## src/verilog/est_pkg.sv

```systemverilog
`default_nettype none
package est_pkg;
   // ****************************************************************
   // register indices of the device (16-bit registers)
   // ****************************************************************
   localparam logic [7:0] EST_HBLANK_IDX = 8'h05; // horizontal_blank_reg
   localparam logic [7:0] EST_VBLANK_IDX = 8'h06; // vertical_blank_reg
   localparam logic [7:0] EST_SW_UP_IDX = 8'h08; // shutter_width_upper
   localparam logic [7:0] EST_SW_LO_IDX = 8'h09; // shutter_width_lower
   localparam logic [7:0] EST_RESTART_IDX = 8'h0B; // restart_reg
   localparam logic [7:0] EST_SUBROW_IDX = 8'h0C; // shutter_delay_subrow
   localparam logic [7:0] EST_SNAP_IDX = 8'h1E; // snapshot_control_reg
   localparam logic [7:0] EST_GS_IDX = 8'h21; // global_shutter_mode_reg
   localparam logic [7:0] EST_HEIGHT_IDX = 8'h03; // output image rows - 1
   // ****************************************************************
   // reset values and fields
   // ****************************************************************
   localparam logic [15:0] EST_HBLANK_RST = 16'h008E;
   localparam logic [15:0] EST_VBLANK_RST = 16'h0019;
   localparam logic [15:0] EST_SW_LO_RST = 16'h0619;
   localparam logic [15:0] EST_HEIGHT_RST = 16'h05FF;
   localparam int EST_SNAP_EN_BIT = 8;
   localparam int EST_STROBE_EN_BIT = 9;
   localparam int EST_STROBE_LONG_BIT = 10;
   localparam int EST_RESTART_BIT = 0;
   localparam logic [15:0] EST_GS_PROG = 16'h0003;
   localparam logic [15:0] EST_GS_BULB = 16'h0001;
   // ****************************************************************
   // timing figures, in pixel clocks unless noted
   // ****************************************************************
   localparam int EST_HBLANK_MIN = 21; // least legal setting
   localparam logic [15:0] EST_HBLANK_ADD = 16'h0171; // 511-142, 390-21
   localparam int EST_VBLANK_ADD = 1; // 0x19 gives 26 rows
   localparam int EST_SUBROW_ADD = 132;
   localparam int EST_GS_RESET_CLK = 18820;
   localparam int EST_EXP_START_CLK = 1000;
   localparam int EST_PROG_TAIL_CLK = 2000;
   localparam int EST_READ_WAIT_ROWS = 16;
   localparam int EST_STROBE_SUB_ROWS = 16;
   localparam int EST_SW_UPPER_SHIFT = 16; // weight 65536
   // ****************************************************************
   // sequencer states
   // ****************************************************************
   typedef enum logic [3:0] {
      EST_IDLE = 4'h0,
      EST_ROWRST = 4'h1,
      EST_STROBE = 4'h3,
      EST_WAIT = 4'h2,
      EST_READ = 4'h6,
      EST_VBLANK = 4'h7,
      EST_GS_EXP = 4'h5,
      EST_GS_TAIL = 4'h4
   } est_state_t;
endpackage : est_pkg
`default_nettype wire

```

## src/verilog/est_if.sv

```systemverilog
`timescale 1ns/1ps
`default_nettype none
interface est_if;
   logic trigger; // external trigger, falling edge starts a snapshot
   logic global_shutter_control_pin; // global_shutter_control_pin
   logic [7:0] reg_addr; // device register index
   logic [15:0] reg_wdata; // write data
   logic reg_we; // one-cycle write strobe
   logic reg_re; // one-cycle read strobe
   logic [15:0] reg_rdata; // read data, cycle after reg_re
   logic strobe; // flash strobe
   logic frame_valid; // rows being read out
   logic exposing; // integration in progress
   modport dev (input trigger, global_shutter_control_pin, reg_addr, reg_wdata, reg_we,
      reg_re, output reg_rdata, strobe, frame_valid, exposing);
   modport host (output trigger, global_shutter_control_pin, reg_addr, reg_wdata, reg_we,
      reg_re, input reg_rdata, strobe, frame_valid, exposing);
endinterface : est_if
`default_nettype wire

```

## src/verilog/est_device.sv

```systemverilog
// Added by the designer: the register offsets and the address-and-strobe port.
`timescale 1ns/1ps
`default_nettype none
module est_device #(
   parameter int ARRAY_ROWS = 1536, // rows reset in sequence
   parameter int ROW_OVERHEAD = 0 // row_overhead_term in clocks
) (
   // clock and reset
   input wire logic i_core_clk,
   input wire logic i_reset,
   input wire logic i_ce,
   // link to host
   est_if.dev bus,
   // user side
   output logic o_exposing,
   output logic [31:0] o_int_clk, // trimmed integration, clocks
   output logic [15:0] o_row_clk // row_period in clocks
);
   // ****************************************************************
   // registers
   // ****************************************************************
   logic [15:0] hblank_r, vblank_r, sw_up_r, sw_lo_r, subrow_r;
   logic [15:0] snap_r, gs_r, height_r, rdata_r;
   logic restart_r, kick; // self-clearing start bit, start taken
   // register writes; restart clears when the start is taken
   always_ff @(posedge i_core_clk) begin
      if (i_reset) begin
         hblank_r <= est_pkg::EST_HBLANK_RST;
         vblank_r <= est_pkg::EST_VBLANK_RST;
         sw_up_r <= 16'h0000;
         sw_lo_r <= est_pkg::EST_SW_LO_RST;
         subrow_r <= 16'h0000;
         snap_r <= 16'h0000;
         gs_r <= 16'h0000;
         height_r <= est_pkg::EST_HEIGHT_RST;
         restart_r <= 1'b0;
      end else if (i_ce) begin
         if (bus.reg_we) begin
            unique case (bus.reg_addr)
               est_pkg::EST_HBLANK_IDX: hblank_r <= bus.reg_wdata;
               est_pkg::EST_VBLANK_IDX: vblank_r <= bus.reg_wdata;
               est_pkg::EST_SW_UP_IDX: sw_up_r <= bus.reg_wdata;
               est_pkg::EST_SW_LO_IDX: sw_lo_r <= bus.reg_wdata;
               est_pkg::EST_SUBROW_IDX: subrow_r <= bus.reg_wdata;
               est_pkg::EST_SNAP_IDX: snap_r <= bus.reg_wdata;
               est_pkg::EST_GS_IDX: gs_r <= bus.reg_wdata;
               est_pkg::EST_HEIGHT_IDX: height_r <= bus.reg_wdata;
               default: ;
            endcase
         end
         // a fresh write wins over the clear
         if (bus.reg_we && bus.reg_addr == est_pkg::EST_RESTART_IDX)
            restart_r <= bus.reg_wdata[est_pkg::EST_RESTART_BIT];
         else if (kick)
            restart_r <= 1'b0;
      end
   end
   // read data one cycle after the strobe
   always_ff @(posedge i_core_clk) begin
      if (i_reset) begin
         rdata_r <= 16'h0000;
      end else if (i_ce) begin
         rdata_r <= 16'h0000;
         if (bus.reg_re) begin
            unique case (bus.reg_addr)
               est_pkg::EST_HBLANK_IDX: rdata_r <= hblank_r;
               est_pkg::EST_VBLANK_IDX: rdata_r <= vblank_r;
               est_pkg::EST_SW_UP_IDX: rdata_r <= sw_up_r;
               est_pkg::EST_SW_LO_IDX: rdata_r <= sw_lo_r;
               est_pkg::EST_SUBROW_IDX: rdata_r <= subrow_r;
               est_pkg::EST_SNAP_IDX: rdata_r <= snap_r;
               est_pkg::EST_GS_IDX: rdata_r <= gs_r;
               est_pkg::EST_HEIGHT_IDX: rdata_r <= height_r;
               est_pkg::EST_RESTART_IDX: rdata_r <= {15'h0000, restart_r};
               default: rdata_r <= 16'h0000;
            endcase
         end
      end
   end
   assign bus.reg_rdata = rdata_r;
   // ****************************************************************
   // derived timing
   // ****************************************************************
   logic [31:0] sw_rows, frame_rows, long_rows; // shutter, frame, strobe rows
   logic snap_en, gs_prog, gs_bulb, strobe_ok;
   assign o_row_clk = 16'(2048 + hblank_r) + est_pkg::EST_HBLANK_ADD;
   assign sw_rows = {sw_up_r, 16'h0000} + {16'h0000, sw_lo_r};
   assign frame_rows = 32'(height_r) + 32'd1 + 32'(vblank_r)
      + 32'(est_pkg::EST_VBLANK_ADD);
   assign o_int_clk = 32'(sw_rows * o_row_clk) - 32'(subrow_r)
      - 32'(ROW_OVERHEAD) + 32'(est_pkg::EST_SUBROW_ADD);
   assign long_rows = sw_rows - frame_rows
      - 32'(est_pkg::EST_STROBE_SUB_ROWS);
   assign snap_en = snap_r[est_pkg::EST_SNAP_EN_BIT];
   assign gs_prog = (gs_r == est_pkg::EST_GS_PROG);
   assign gs_bulb = (gs_r == est_pkg::EST_GS_BULB);
   assign strobe_ok = snap_r[est_pkg::EST_STROBE_EN_BIT]
      && (sw_rows > frame_rows);
   // ****************************************************************
   // pin synchronisers and edges
   // ****************************************************************
   logic [1:0] trig_s, gsht_s;
   logic trig_d, gsht_d, trig_fall, gsht_fall;
   always_ff @(posedge i_core_clk) begin
      if (i_reset) begin
         trig_s <= 2'h3;
         gsht_s <= 2'h0;
         trig_d <= 1'b1;
         gsht_d <= 1'b0;
      end else if (i_ce) begin
         trig_s <= {trig_s[0], bus.trigger};
         gsht_s <= {gsht_s[0], bus.global_shutter_control_pin};
         trig_d <= trig_s[1];
         gsht_d <= gsht_s[1];
      end
   end
   assign trig_fall = trig_d & ~trig_s[1];
   assign gsht_fall = gsht_d & ~gsht_s[1];
   // ****************************************************************
   // sequencer
   // ****************************************************************
   est_pkg::est_state_t st_r;
   logic [31:0] clk_cnt_r, row_cnt_r, gs_tail_r; // phase clocks, rows, tail
   logic strobe_r, bulb_r, row_end;
   assign row_end = (clk_cnt_r[15:0] == o_row_clk - 16'h0001);
   // restart ignored in global shutter modes
   assign kick = (st_r == est_pkg::EST_IDLE) && snap_en && !gs_prog
      && !gs_bulb && (trig_fall || restart_r);
   always_ff @(posedge i_core_clk) begin
      if (i_reset) begin
         st_r <= est_pkg::EST_IDLE;
         clk_cnt_r <= 32'h0000_0000;
         row_cnt_r <= 32'h0000_0000;
         gs_tail_r <= 32'h0000_0000;
         strobe_r <= 1'b0;
         bulb_r <= 1'b0;
      end else if (i_ce) begin
         clk_cnt_r <= row_end ? 32'h0000_0000 : clk_cnt_r + 32'd1;
         unique case (st_r)
            est_pkg::EST_IDLE: begin
               if (kick) begin
                  st_r <= est_pkg::EST_ROWRST;
                  clk_cnt_r <= 32'h0000_0000;
                  row_cnt_r <= 32'h0000_0000;
               end else if (snap_en && gs_prog && gsht_fall) begin
                  st_r <= est_pkg::EST_GS_EXP;
                  bulb_r <= 1'b0;
                  clk_cnt_r <= 32'h0000_0000;
                  gs_tail_r <= 32'(sw_rows * o_row_clk)
                     + 32'(est_pkg::EST_PROG_TAIL_CLK);
               end else if (snap_en && gs_bulb && gsht_fall) begin
                  st_r <= est_pkg::EST_GS_EXP;
                  bulb_r <= 1'b1;
                  clk_cnt_r <= 32'h0000_0000;
               end
            end
            est_pkg::EST_ROWRST: begin
               if (row_end) begin
                  row_cnt_r <= row_cnt_r + 32'd1;
                  if (row_cnt_r == 32'(ARRAY_ROWS - 1)) begin
                     row_cnt_r <= 32'h0000_0000;
                     st_r <= est_pkg::EST_STROBE;
                     strobe_r <= strobe_ok;
                  end
               end
            end
            est_pkg::EST_STROBE: begin
               if (row_end) begin
                  row_cnt_r <= row_cnt_r + 32'd1;
                  // long width only if the strobe is active
                  if (!snap_r[est_pkg::EST_STROBE_LONG_BIT] || !strobe_ok
                      || row_cnt_r + 32'd1 >= long_rows) begin
                     strobe_r <= 1'b0;
                     row_cnt_r <= 32'h0000_0000;
                     st_r <= est_pkg::EST_WAIT;
                  end
               end
            end
            est_pkg::EST_WAIT: begin
               if (row_end) begin
                  row_cnt_r <= row_cnt_r + 32'd1;
                  if (row_cnt_r == 32'(est_pkg::EST_READ_WAIT_ROWS - 1)) begin
                     row_cnt_r <= 32'h0000_0000;
                     st_r <= est_pkg::EST_READ;
                  end
               end
            end
            est_pkg::EST_GS_EXP: begin
               // start delay saturates; bulb ends on the trigger fall
               clk_cnt_r <= clk_cnt_r + ((clk_cnt_r
                  < 32'(est_pkg::EST_EXP_START_CLK)) ? 32'd1 : 32'd0);
               if (bulb_r && trig_fall) begin
                  st_r <= est_pkg::EST_GS_TAIL;
                  clk_cnt_r <= 32'h0000_0000;
                  gs_tail_r <= 32'(sw_rows * o_row_clk);
                  strobe_r <= strobe_ok;
               end else if (!bulb_r) begin
                  st_r <= est_pkg::EST_GS_TAIL;
                  strobe_r <= strobe_ok;
               end
            end
            est_pkg::EST_GS_TAIL: begin
               clk_cnt_r <= clk_cnt_r + 32'd1;
               if (clk_cnt_r + 32'd1 >= gs_tail_r) begin
                  strobe_r <= 1'b0;
                  clk_cnt_r <= 32'h0000_0000;
                  row_cnt_r <= (32'(vblank_r) + 32'd1
                     < 32'(est_pkg::EST_READ_WAIT_ROWS))
                     ? 32'(est_pkg::EST_READ_WAIT_ROWS) - 32'(vblank_r)
                     - 32'd1 : 32'h0000_0000;
                  st_r <= est_pkg::EST_WAIT;
               end
            end
            est_pkg::EST_READ: begin
               if (row_end) begin
                  row_cnt_r <= row_cnt_r + 32'd1;
                  if (row_cnt_r == 32'(height_r)) begin
                     row_cnt_r <= 32'h0000_0000;
                     st_r <= est_pkg::EST_VBLANK;
                  end
               end
            end
            est_pkg::EST_VBLANK: begin
               // extra rows when shutter exceeds the frame
               if (row_end) begin
                  row_cnt_r <= row_cnt_r + 32'd1;
                  if (row_cnt_r + 32'd1 >= 32'(vblank_r)
                      + 32'(est_pkg::EST_VBLANK_ADD)
                      && row_cnt_r + 32'd1 + 32'(height_r) + 32'd1
                      >= sw_rows) begin
                     row_cnt_r <= 32'h0000_0000;
                     st_r <= est_pkg::EST_IDLE;
                  end
               end
            end
            default: st_r <= est_pkg::EST_IDLE;
         endcase
      end
   end
   // exposure flag: both global modes start 1000 clocks after the fall
   assign o_exposing = (st_r == est_pkg::EST_GS_TAIL && !bulb_r
      && clk_cnt_r >= 32'(est_pkg::EST_EXP_START_CLK))
      || (st_r == est_pkg::EST_GS_EXP && bulb_r
      && clk_cnt_r >= 32'(est_pkg::EST_EXP_START_CLK))
      || st_r == est_pkg::EST_STROBE;
   assign bus.exposing = o_exposing;
   assign bus.strobe = strobe_r;
   assign bus.frame_valid = (st_r == est_pkg::EST_READ);
endmodule : est_device
`default_nettype wire

```

## src/flat_wrapper.sv

```systemverilog
// flat-port wrapper written by rule: the top's interface ports become plain ports
module est_device_flat 
#(
   parameter int ARRAY_ROWS = 1536,                          
   parameter int ROW_OVERHEAD = 0                               
)
  (i_core_clk, i_reset, i_ce, o_exposing, o_int_clk, o_row_clk, bus_trigger, bus_global_shutter_control_pin, bus_reg_addr, bus_reg_wdata, bus_reg_we, bus_reg_re, bus_reg_rdata, bus_strobe, bus_frame_valid, bus_exposing);
  est_if bus_i ();
  input wire logic i_core_clk;
  input wire logic i_reset;
  input wire logic i_ce;
  output logic o_exposing;
  output logic [31:0] o_int_clk;
  output logic [15:0] o_row_clk;
  input wire logic [$bits(bus_i.trigger)-1:0] bus_trigger;
  input wire logic [$bits(bus_i.global_shutter_control_pin)-1:0] bus_global_shutter_control_pin;
  input wire logic [$bits(bus_i.reg_addr)-1:0] bus_reg_addr;
  input wire logic [$bits(bus_i.reg_wdata)-1:0] bus_reg_wdata;
  input wire logic [$bits(bus_i.reg_we)-1:0] bus_reg_we;
  input wire logic [$bits(bus_i.reg_re)-1:0] bus_reg_re;
  output wire logic [$bits(bus_i.reg_rdata)-1:0] bus_reg_rdata;
  output wire logic [$bits(bus_i.strobe)-1:0] bus_strobe;
  output wire logic [$bits(bus_i.frame_valid)-1:0] bus_frame_valid;
  output wire logic [$bits(bus_i.exposing)-1:0] bus_exposing;
  assign bus_i.trigger = bus_trigger;
  assign bus_i.global_shutter_control_pin = bus_global_shutter_control_pin;
  assign bus_i.reg_addr = bus_reg_addr;
  assign bus_i.reg_wdata = bus_reg_wdata;
  assign bus_i.reg_we = bus_reg_we;
  assign bus_i.reg_re = bus_reg_re;
  assign bus_reg_rdata = bus_i.reg_rdata;
  assign bus_strobe = bus_i.strobe;
  assign bus_frame_valid = bus_i.frame_valid;
  assign bus_exposing = bus_i.exposing;
  est_device #(.ARRAY_ROWS(ARRAY_ROWS), .ROW_OVERHEAD(ROW_OVERHEAD)) u_core (.i_core_clk(i_core_clk), .i_reset(i_reset), .i_ce(i_ce), .bus(bus_i), .o_exposing(o_exposing), .o_int_clk(o_int_clk), .o_row_clk(o_row_clk));
endmodule
```

## config.mk

```make
export PLATFORM = sky130hd
export DESIGN_NAME = est_device_flat
export DESIGN_NICKNAME = d
export VERILOG_FILES = /design/src/verilog/est_pkg.sv /design/src/verilog/est_if.sv /design/src/verilog/est_device.sv /design/src/flat_wrapper.sv
export SDC_FILE = /design/constraint.sdc
export NUM_CORES = 2
export LEC_CHECK = 0
export BUFFER_PORTS_ARGS = -buffer_cell sky130_fd_sc_hd__buf_2
export CORE_MARGIN = 4
export CORE_UTILIZATION = 30
export CTS_BUF_LIST = sky130_fd_sc_hd__clkbuf_2 sky130_fd_sc_hd__clkbuf_4 sky130_fd_sc_hd__clkbuf_8
export CTS_CLUSTER_SIZE = 25
export DETAILED_ROUTE_END_ITERATION = 8
export GPL_TIMING_DRIVEN = 0
export SLEW_MARGIN = 20
export SYNTH_ARGS = -nofsm -noshare
export SYNTH_HDL_FRONTEND = slang
export SYNTH_SLANG_ARGS = --single-unit
```

## constraint.sdc

```tcl
create_clock -name i_core_clk -period 28.8 [get_ports i_core_clk]
set_input_delay 5.76 -clock i_core_clk [delete_from_list [all_inputs] [get_ports i_core_clk]]
set_output_delay 5.76 -clock i_core_clk [all_outputs]
set_load 0.005 [all_outputs]
```

# After elaboration in Yosys (flattened, before gate mapping)
# Cells that the tools add are included.
# totals
register_bits	253
input_bits	31
# op_classes
addsub	20
mul	1
magnitude_cmp	8
n_eq_ne	39
mux	57
bitwise_logic	5
n_reduce_logical	46
# ops
operator	n
32-bit 2-to-1 mux	22
32-bit case mux with 7 select lines	1
16-bit case mux with 9 select lines	1
32-bit by 1-bit adder with 32-bit output, second input constant	4
32-bit >= comparator	4
32-bit by 16-bit adder with 32-bit output	3
32-bit case mux with 3 select lines	1
4-bit 2-to-1 mux	16
32-bit case mux with 2 select lines	1
16-bit by 1-bit adder with 17-bit output, second input constant	2
32-bit by 11-bit adder with 32-bit output, second input constant	1
32-bit adder	1
32-bit by 8-bit adder with 32-bit output, second input constant	1
32-bit by 11-bit equality test with 1-bit output, second input constant	1
32-bit by 16-bit equality test with 1-bit output	1
32-bit by 4-bit equality test with 1-bit output, second input constant	1
8-bit by 4-bit equality test with 1-bit output, second input constant	4
32-bit by 10-bit >= comparator with 1-bit output, second input constant	1
32-bit greater-than comparator	1
32-bit by 10-bit less-than comparator with 1-bit output, second input constant	1
32-bit by 5-bit less-than comparator with 1-bit output, second input constant	1
32-bit by 16-bit multiplier with 32-bit output	1
4-bit case mux with 8 select lines	1
32-bit by 1-bit subtractor with 32-bit output, second input constant	1
40 further kinds	104

# Logic depth before layout (Yosys ltp)
# logic_depth
depth_word	11
mapped_depth	39
mapped_depth_nobuf	37

# Worst setup path before layout
# OpenSTA, ideal clock, no wires.
# synth_timing
path_type	register -> output
start	register u_core.hblank_r[0]
end	output o_int_clk[31]
arrival_ns	9.481
required_ns	23.040
path_slack_ns	13.559
path_stages_with_launch	38
cell_sequence	dfxtp_1 > ha_1 > buf_2 > a311oi_1 > xor2_1 > buf_2 > buf_1 > nand2_1 > fa_1 > inv_1 > fa_1 > inv_1 > fa_1 > inv_1 > fa_1 > fa_1 > inv_1 > fa_1 > [... 2 more ...] > inv_1 > or4_1 > and3_1 > xor2_1 > inv_1 > ha_1 > ha_1 > and3_1 > and3_1 > a211o_1 > a21oi_1 > a21oi_1 > a211oi_1 > o21ai_0 > o41ai_1 > o21a_1 > o21ai_0 > xnor2_1
# synth_between
elab_chain_cells	5
# synth_rtl
element	line_no	text
start: declaration	est_device.sv:22	logic [15:0] hblank_r, vblank_r, sw_up_r, sw_lo_r, subrow_r;
start signal: assignment	est_device.sv:28	hblank_r <= est_pkg::EST_HBLANK_RST;
start signal: assignment	est_device.sv:40	est_pkg::EST_HBLANK_IDX: hblank_r <= bus.reg_wdata;
12-bit by 16-bit adder with 16-bit output	est_device.sv:86	assign o_row_clk = 16'(2048 + hblank_r) + est_pkg::EST_HBLANK_ADD;
16-bit by 9-bit adder with 16-bit output	est_device.sv:86	
32-bit by 16-bit multiplier with 32-bit output	est_device.sv:90	assign o_int_clk = 32'(sw_rows * o_row_clk) - 32'(subrow_r)
32-bit by 16-bit subtractor with 32-bit output	est_device.sv:90	
32-bit by 8-bit adder with 32-bit output	est_device.sv:91	- 32'(ROW_OVERHEAD) + 32'(est_pkg::EST_SUBROW_ADD);
end: declaration	flat_wrapper.sv:13	output logic [31:0] o_int_clk;
# Every way passes these cells.

# Worst setup path after layout
# Same ends and word-level chain as after synthesis.

==> results.py <==
metrics = {
    "sta": {
        "fin_crit_sh_pct": 62.8,
        "fin_tns_setup_ns": 0,
        "worst_slack_ns": 10.73,
        "fmax_mhz": 55.3,
        "tightestPinTransition_ns": 1.21,
        "rsz0062_at_grt": "false",
        "slew_headroom_pct": 19.6,
        "maxSlewViolCount": 0,
        "setup_viol": 0,
        "hold_viol_final": 0,
        "fin_crit_ns": 18.07,
        "skew_ns": 0.0444,
    },
    "setup_path": {
        "crit_family": "adder cells",
        "cp_slowest_cell": "xnor2_2",
        "critPathMaxStageDelay_ns": 0.71,
        "timing.rr.start": "u_core.hblank_r[0]$_SDFFE_PP0P_",
        "crit_buf_inv": 11,
        "crit_path_end_kind": "output port",
        "crit_top_cell": "inv_1",
        "reg2reg_to": "u_core.gs_tail_r[29]$_SDFFE_PP0P_",
        "critPathLaunch": "u_core.hblank_r[0]$_SDFFE_PP0P_",
        "crit_path_start_kind": "register",
        "critPathRequiredTime_ns": 23.04,
        "critical_path_class": "reg -> out",
        "crit_end": "o_int_clk[31]",
        "reg2reg_depth": 32,
        "crit_fanout": 10,
        "rrSetupSlack_ns": 18.00,
        "cp.depth": 37,
        "cp_data_arrival_time_ns": 12.31,
    },
    "synthesis": {
        "synth-compound-area-share_pct": 15.4,
        "synth_top_area_share_pct": 17.7,
        "synth_xor_area_share_pct": 8.09,
        "synthArstFlopShare_pct": 0,
        "synth_top_cell_by_area": "fa_1",
        "synth_edf_count": 0,
        "synth_commonest_cells": "nand2_1 (733), inv_1 (619), ha_1 (339)",
        "ys_warn_count": 0,
        "synth_area_leaders": "fa_1 (18%), dfxtp_1 (14%), ha_1 (12%)",
        "synth_seq_area_share_pct": 14.4,
        "synth.cell_area_um2": 35000,
        "synth_cells": 4588,
        "synth_nets": 5267,
        "post-synth-top-count-cell": "nand2_1",
        "syn_avg_cell_area_um2": 7.64,
        "synth_top_family_by_area": "adder cells",
        "muxShareOfSynthArea_pct": 0.828,
        "synthDistinctLibCells": 102,
        "ys.flop_type": "dfxtp_1",
        "synth-simple-area-share_pct": 21.7,
        "ys_seq_elements": 252,
        "synth_adder_area_share_pct": 29.8,
    },
    "global_routing": {
        "first_global_vias": 31485,
        "antenna_found_initial": 11,
        "gr-total-overflow": 0,
        "grtUsageTotal_pct": 20.9,
        "grt_max_degree": 14,
        "grt_pass1_wl_mm": 196,
    },
    "routing": {
        "drtIter0Drc": 3080,
        "wl_mm": 131,
        "drtAntennaViolNets": 0,
        "via_per_inst": 5.29,
        "vias": 33274,
        "drtPass1Iterations": 8,
        "drc": 0,
        "wl_per_cell_um": 20.9,
    },
    "pwr": {
        "power_leakage_nw": 16.8,
        "ir_drop_mv": 0.0230,
        "powerDensity_nw_per_um2": 27.7,
    },
    "clock_network": {
        "clockRootBuffer": "clkbuf_8",
        "h-tree-depth": 2,
        "cts_tree": "yes",
        "post-cts-setup-buffer-count": 0,
        "clock_latency_ns": 0.66,
        "clk_path_buf_depth": 3,
        "cts_buffers": 49,
        "clock_sinks": 252,
        "cts_hold_buf": 0,
        "clkTransAtPathRegs_ns": 0.07,
        "cts_resized": 0,
    },
    "hold_path": {
        "min_path_type": "reg -> reg",
    },
    "final_layout": {
        "areaGrowthSynthToFinish_pct": 10.1,
        "drive_above_1_share_pct": 5.86,
        "nNetsFinal": 5399,
    },
    "floorplanning": {
        "fp.dieW_um": 350,
        "dieHeight_um": 350,
        "die-area_um2": 122000,
        "core_um2": 116000,
        "num_rows": 125,
        "start_util_pct": 30.2,
        "ios": 99,
    },
    "placement": {
        "port-buffer-count": 80,
        "dpl_worst_slack_ns": 11.56,
        "place_congestion": 0.967,
        "dpl.hpwl_mm": 107,
    },
    "job": {
        "maxCapViolCount": 0,
    },
    "run_status": {
        "outcome": "completed",
    },
}
-- layout make-up --
type | instances | area [µm²]
multi-input combinational | 3441 | 26600
timing repair buffer | 81 | 412
clock inverter | 16 | 220
inverter | 622 | 2330
clock buffer | 73 | 942
fill | 12436 | 77500
sequential | 252 | 5040
buffer | 273 | 1130
antenna | 6 | 15.0
tap | 1524 | 1910
-- layer usage --
metal  global-route usage [%]  share of wire (%)  vias to the layer above
met5                        0              0.038                        -
met4                     8.12                4.5                        8
met3                     5.18                9.6                      287
met2                     32.9                 44                     1359
met1                     27.5                 42                    16176
li1                         -                  -                    15444
-- sequential cells by signal, summed over array words and instances (netlist names) --
register	flops
u_core.clk_cnt_r	32
u_core.gs_tail_r	32
u_core.row_cnt_r	32
u_core.bus.reg_rdata	16
u_core.gs_r	16
u_core.hblank_r	16
u_core.height_r	16
u_core.snap_r	16
u_core.subrow_r	16
u_core.sw_lo_r	16
u_core.sw_up_r	16
u_core.vblank_r	16
u_core.st_r	3
u_core.gsht_s	2
u_core.trig_s	2
u_core.bulb_r	1
u_core.bus.strobe	1
u_core.gsht_d	1
u_core.restart_r	1
u_core.trig_d	1
-- cells by family (layout without fill, tap and decap cells) --
logic type | Yosys count | after routing
buffers and inverters | 895 | 1065
AND/OR/NAND/NOR | 1635 | 1635
XOR/XNOR | 319 | 319
multiplexers | 29 | 29
other | 0 | 6
adder cells (fa/ha/maj) | 648 | 648
AO/OA/AOI/OAI | 810 | 810
flip-flops | 252 | 252
-- metrics by stage --
stage	area, µm²	power (mW)	std cells	utilization [%]	hold WS [ns]
after floorplan	35000	0.536	4588	-	0.433
after global placement	37300	0.633	6192	32.2	0.448
after detailed placement	37400	0.634	6193	32.2	0.455
after CTS	38600	1.07	6282	33.2	0.463
after global routing	38600	1.11	6283	33.2	0.489
final	38600	1.07	6288	33.2	0.469
-- cells in the final DEF, fill, tap and decap left out, drive strengths merged, types with 64 or more instances in the layout --
master	instances
inv	622
a21oi	283
o21ai	107
and2	80
xnor2	236
clkbuf	294
dfxtp	252
ha	339
fa	309
xor2	81
nand3	122
nand2	734
nor3	77
nand4	64
nor2	316
buf	133
-- power breakdown --
part | internal [mW] | switching, mW | leakage [nW]
Sequential | 0.351 | 0.00238 | 2.03
Clock | 0.255 | 0.184 | 0.608
Combinational | 0.104 | 0.171 | 14.1
-- how the worst min path moves through the flow --
| stage | depth (start not counted) | from | slack (ns) | end |
|---|---|---|---|---|
| 2_1_floorplan | 2 | u_core.trig_d$_SDFFE_PP1P_ | 0.43 | u_core.trig_d$_SDFFE_PP1P_ |
| 3_5_place_dp | 2 | u_core.snap_r[12]$_SDFFE_PP0P_ | 0.45 | u_core.snap_r[12]$_SDFFE_PP0P_ |
| 4_1_cts | 2 | u_core.trig_s[0]$_SDFFE_PP1P_ | 0.46 | u_core.trig_s[1]$_SDFFE_PP1P_ |
| 3_3_place_gp | 2 | u_core.trig_d$_SDFFE_PP1P_ | 0.45 | u_core.trig_d$_SDFFE_PP1P_ |
| 5_1_grt | 2 | u_core.snap_r[7]$_SDFFE_PP0P_ | 0.49 | u_core.snap_r[7]$_SDFFE_PP0P_ |
| 6_report | 2 | u_core.snap_r[15]$_SDFFE_PP0P_ | 0.47 | u_core.snap_r[15]$_SDFFE_PP0P_ |
-- worst register-to-register path: cells and delay by family (launching register included) --
kind            cells  cell delay (ns)
fa+ha+maj           8             3.71
flops               1             0.46
buf+inv            11             2.12
simple gates        6             1.93
compound gates      4             0.72
xor+xnor            3             1.77
Note: power is estimated with default switching activity, not from simulation.
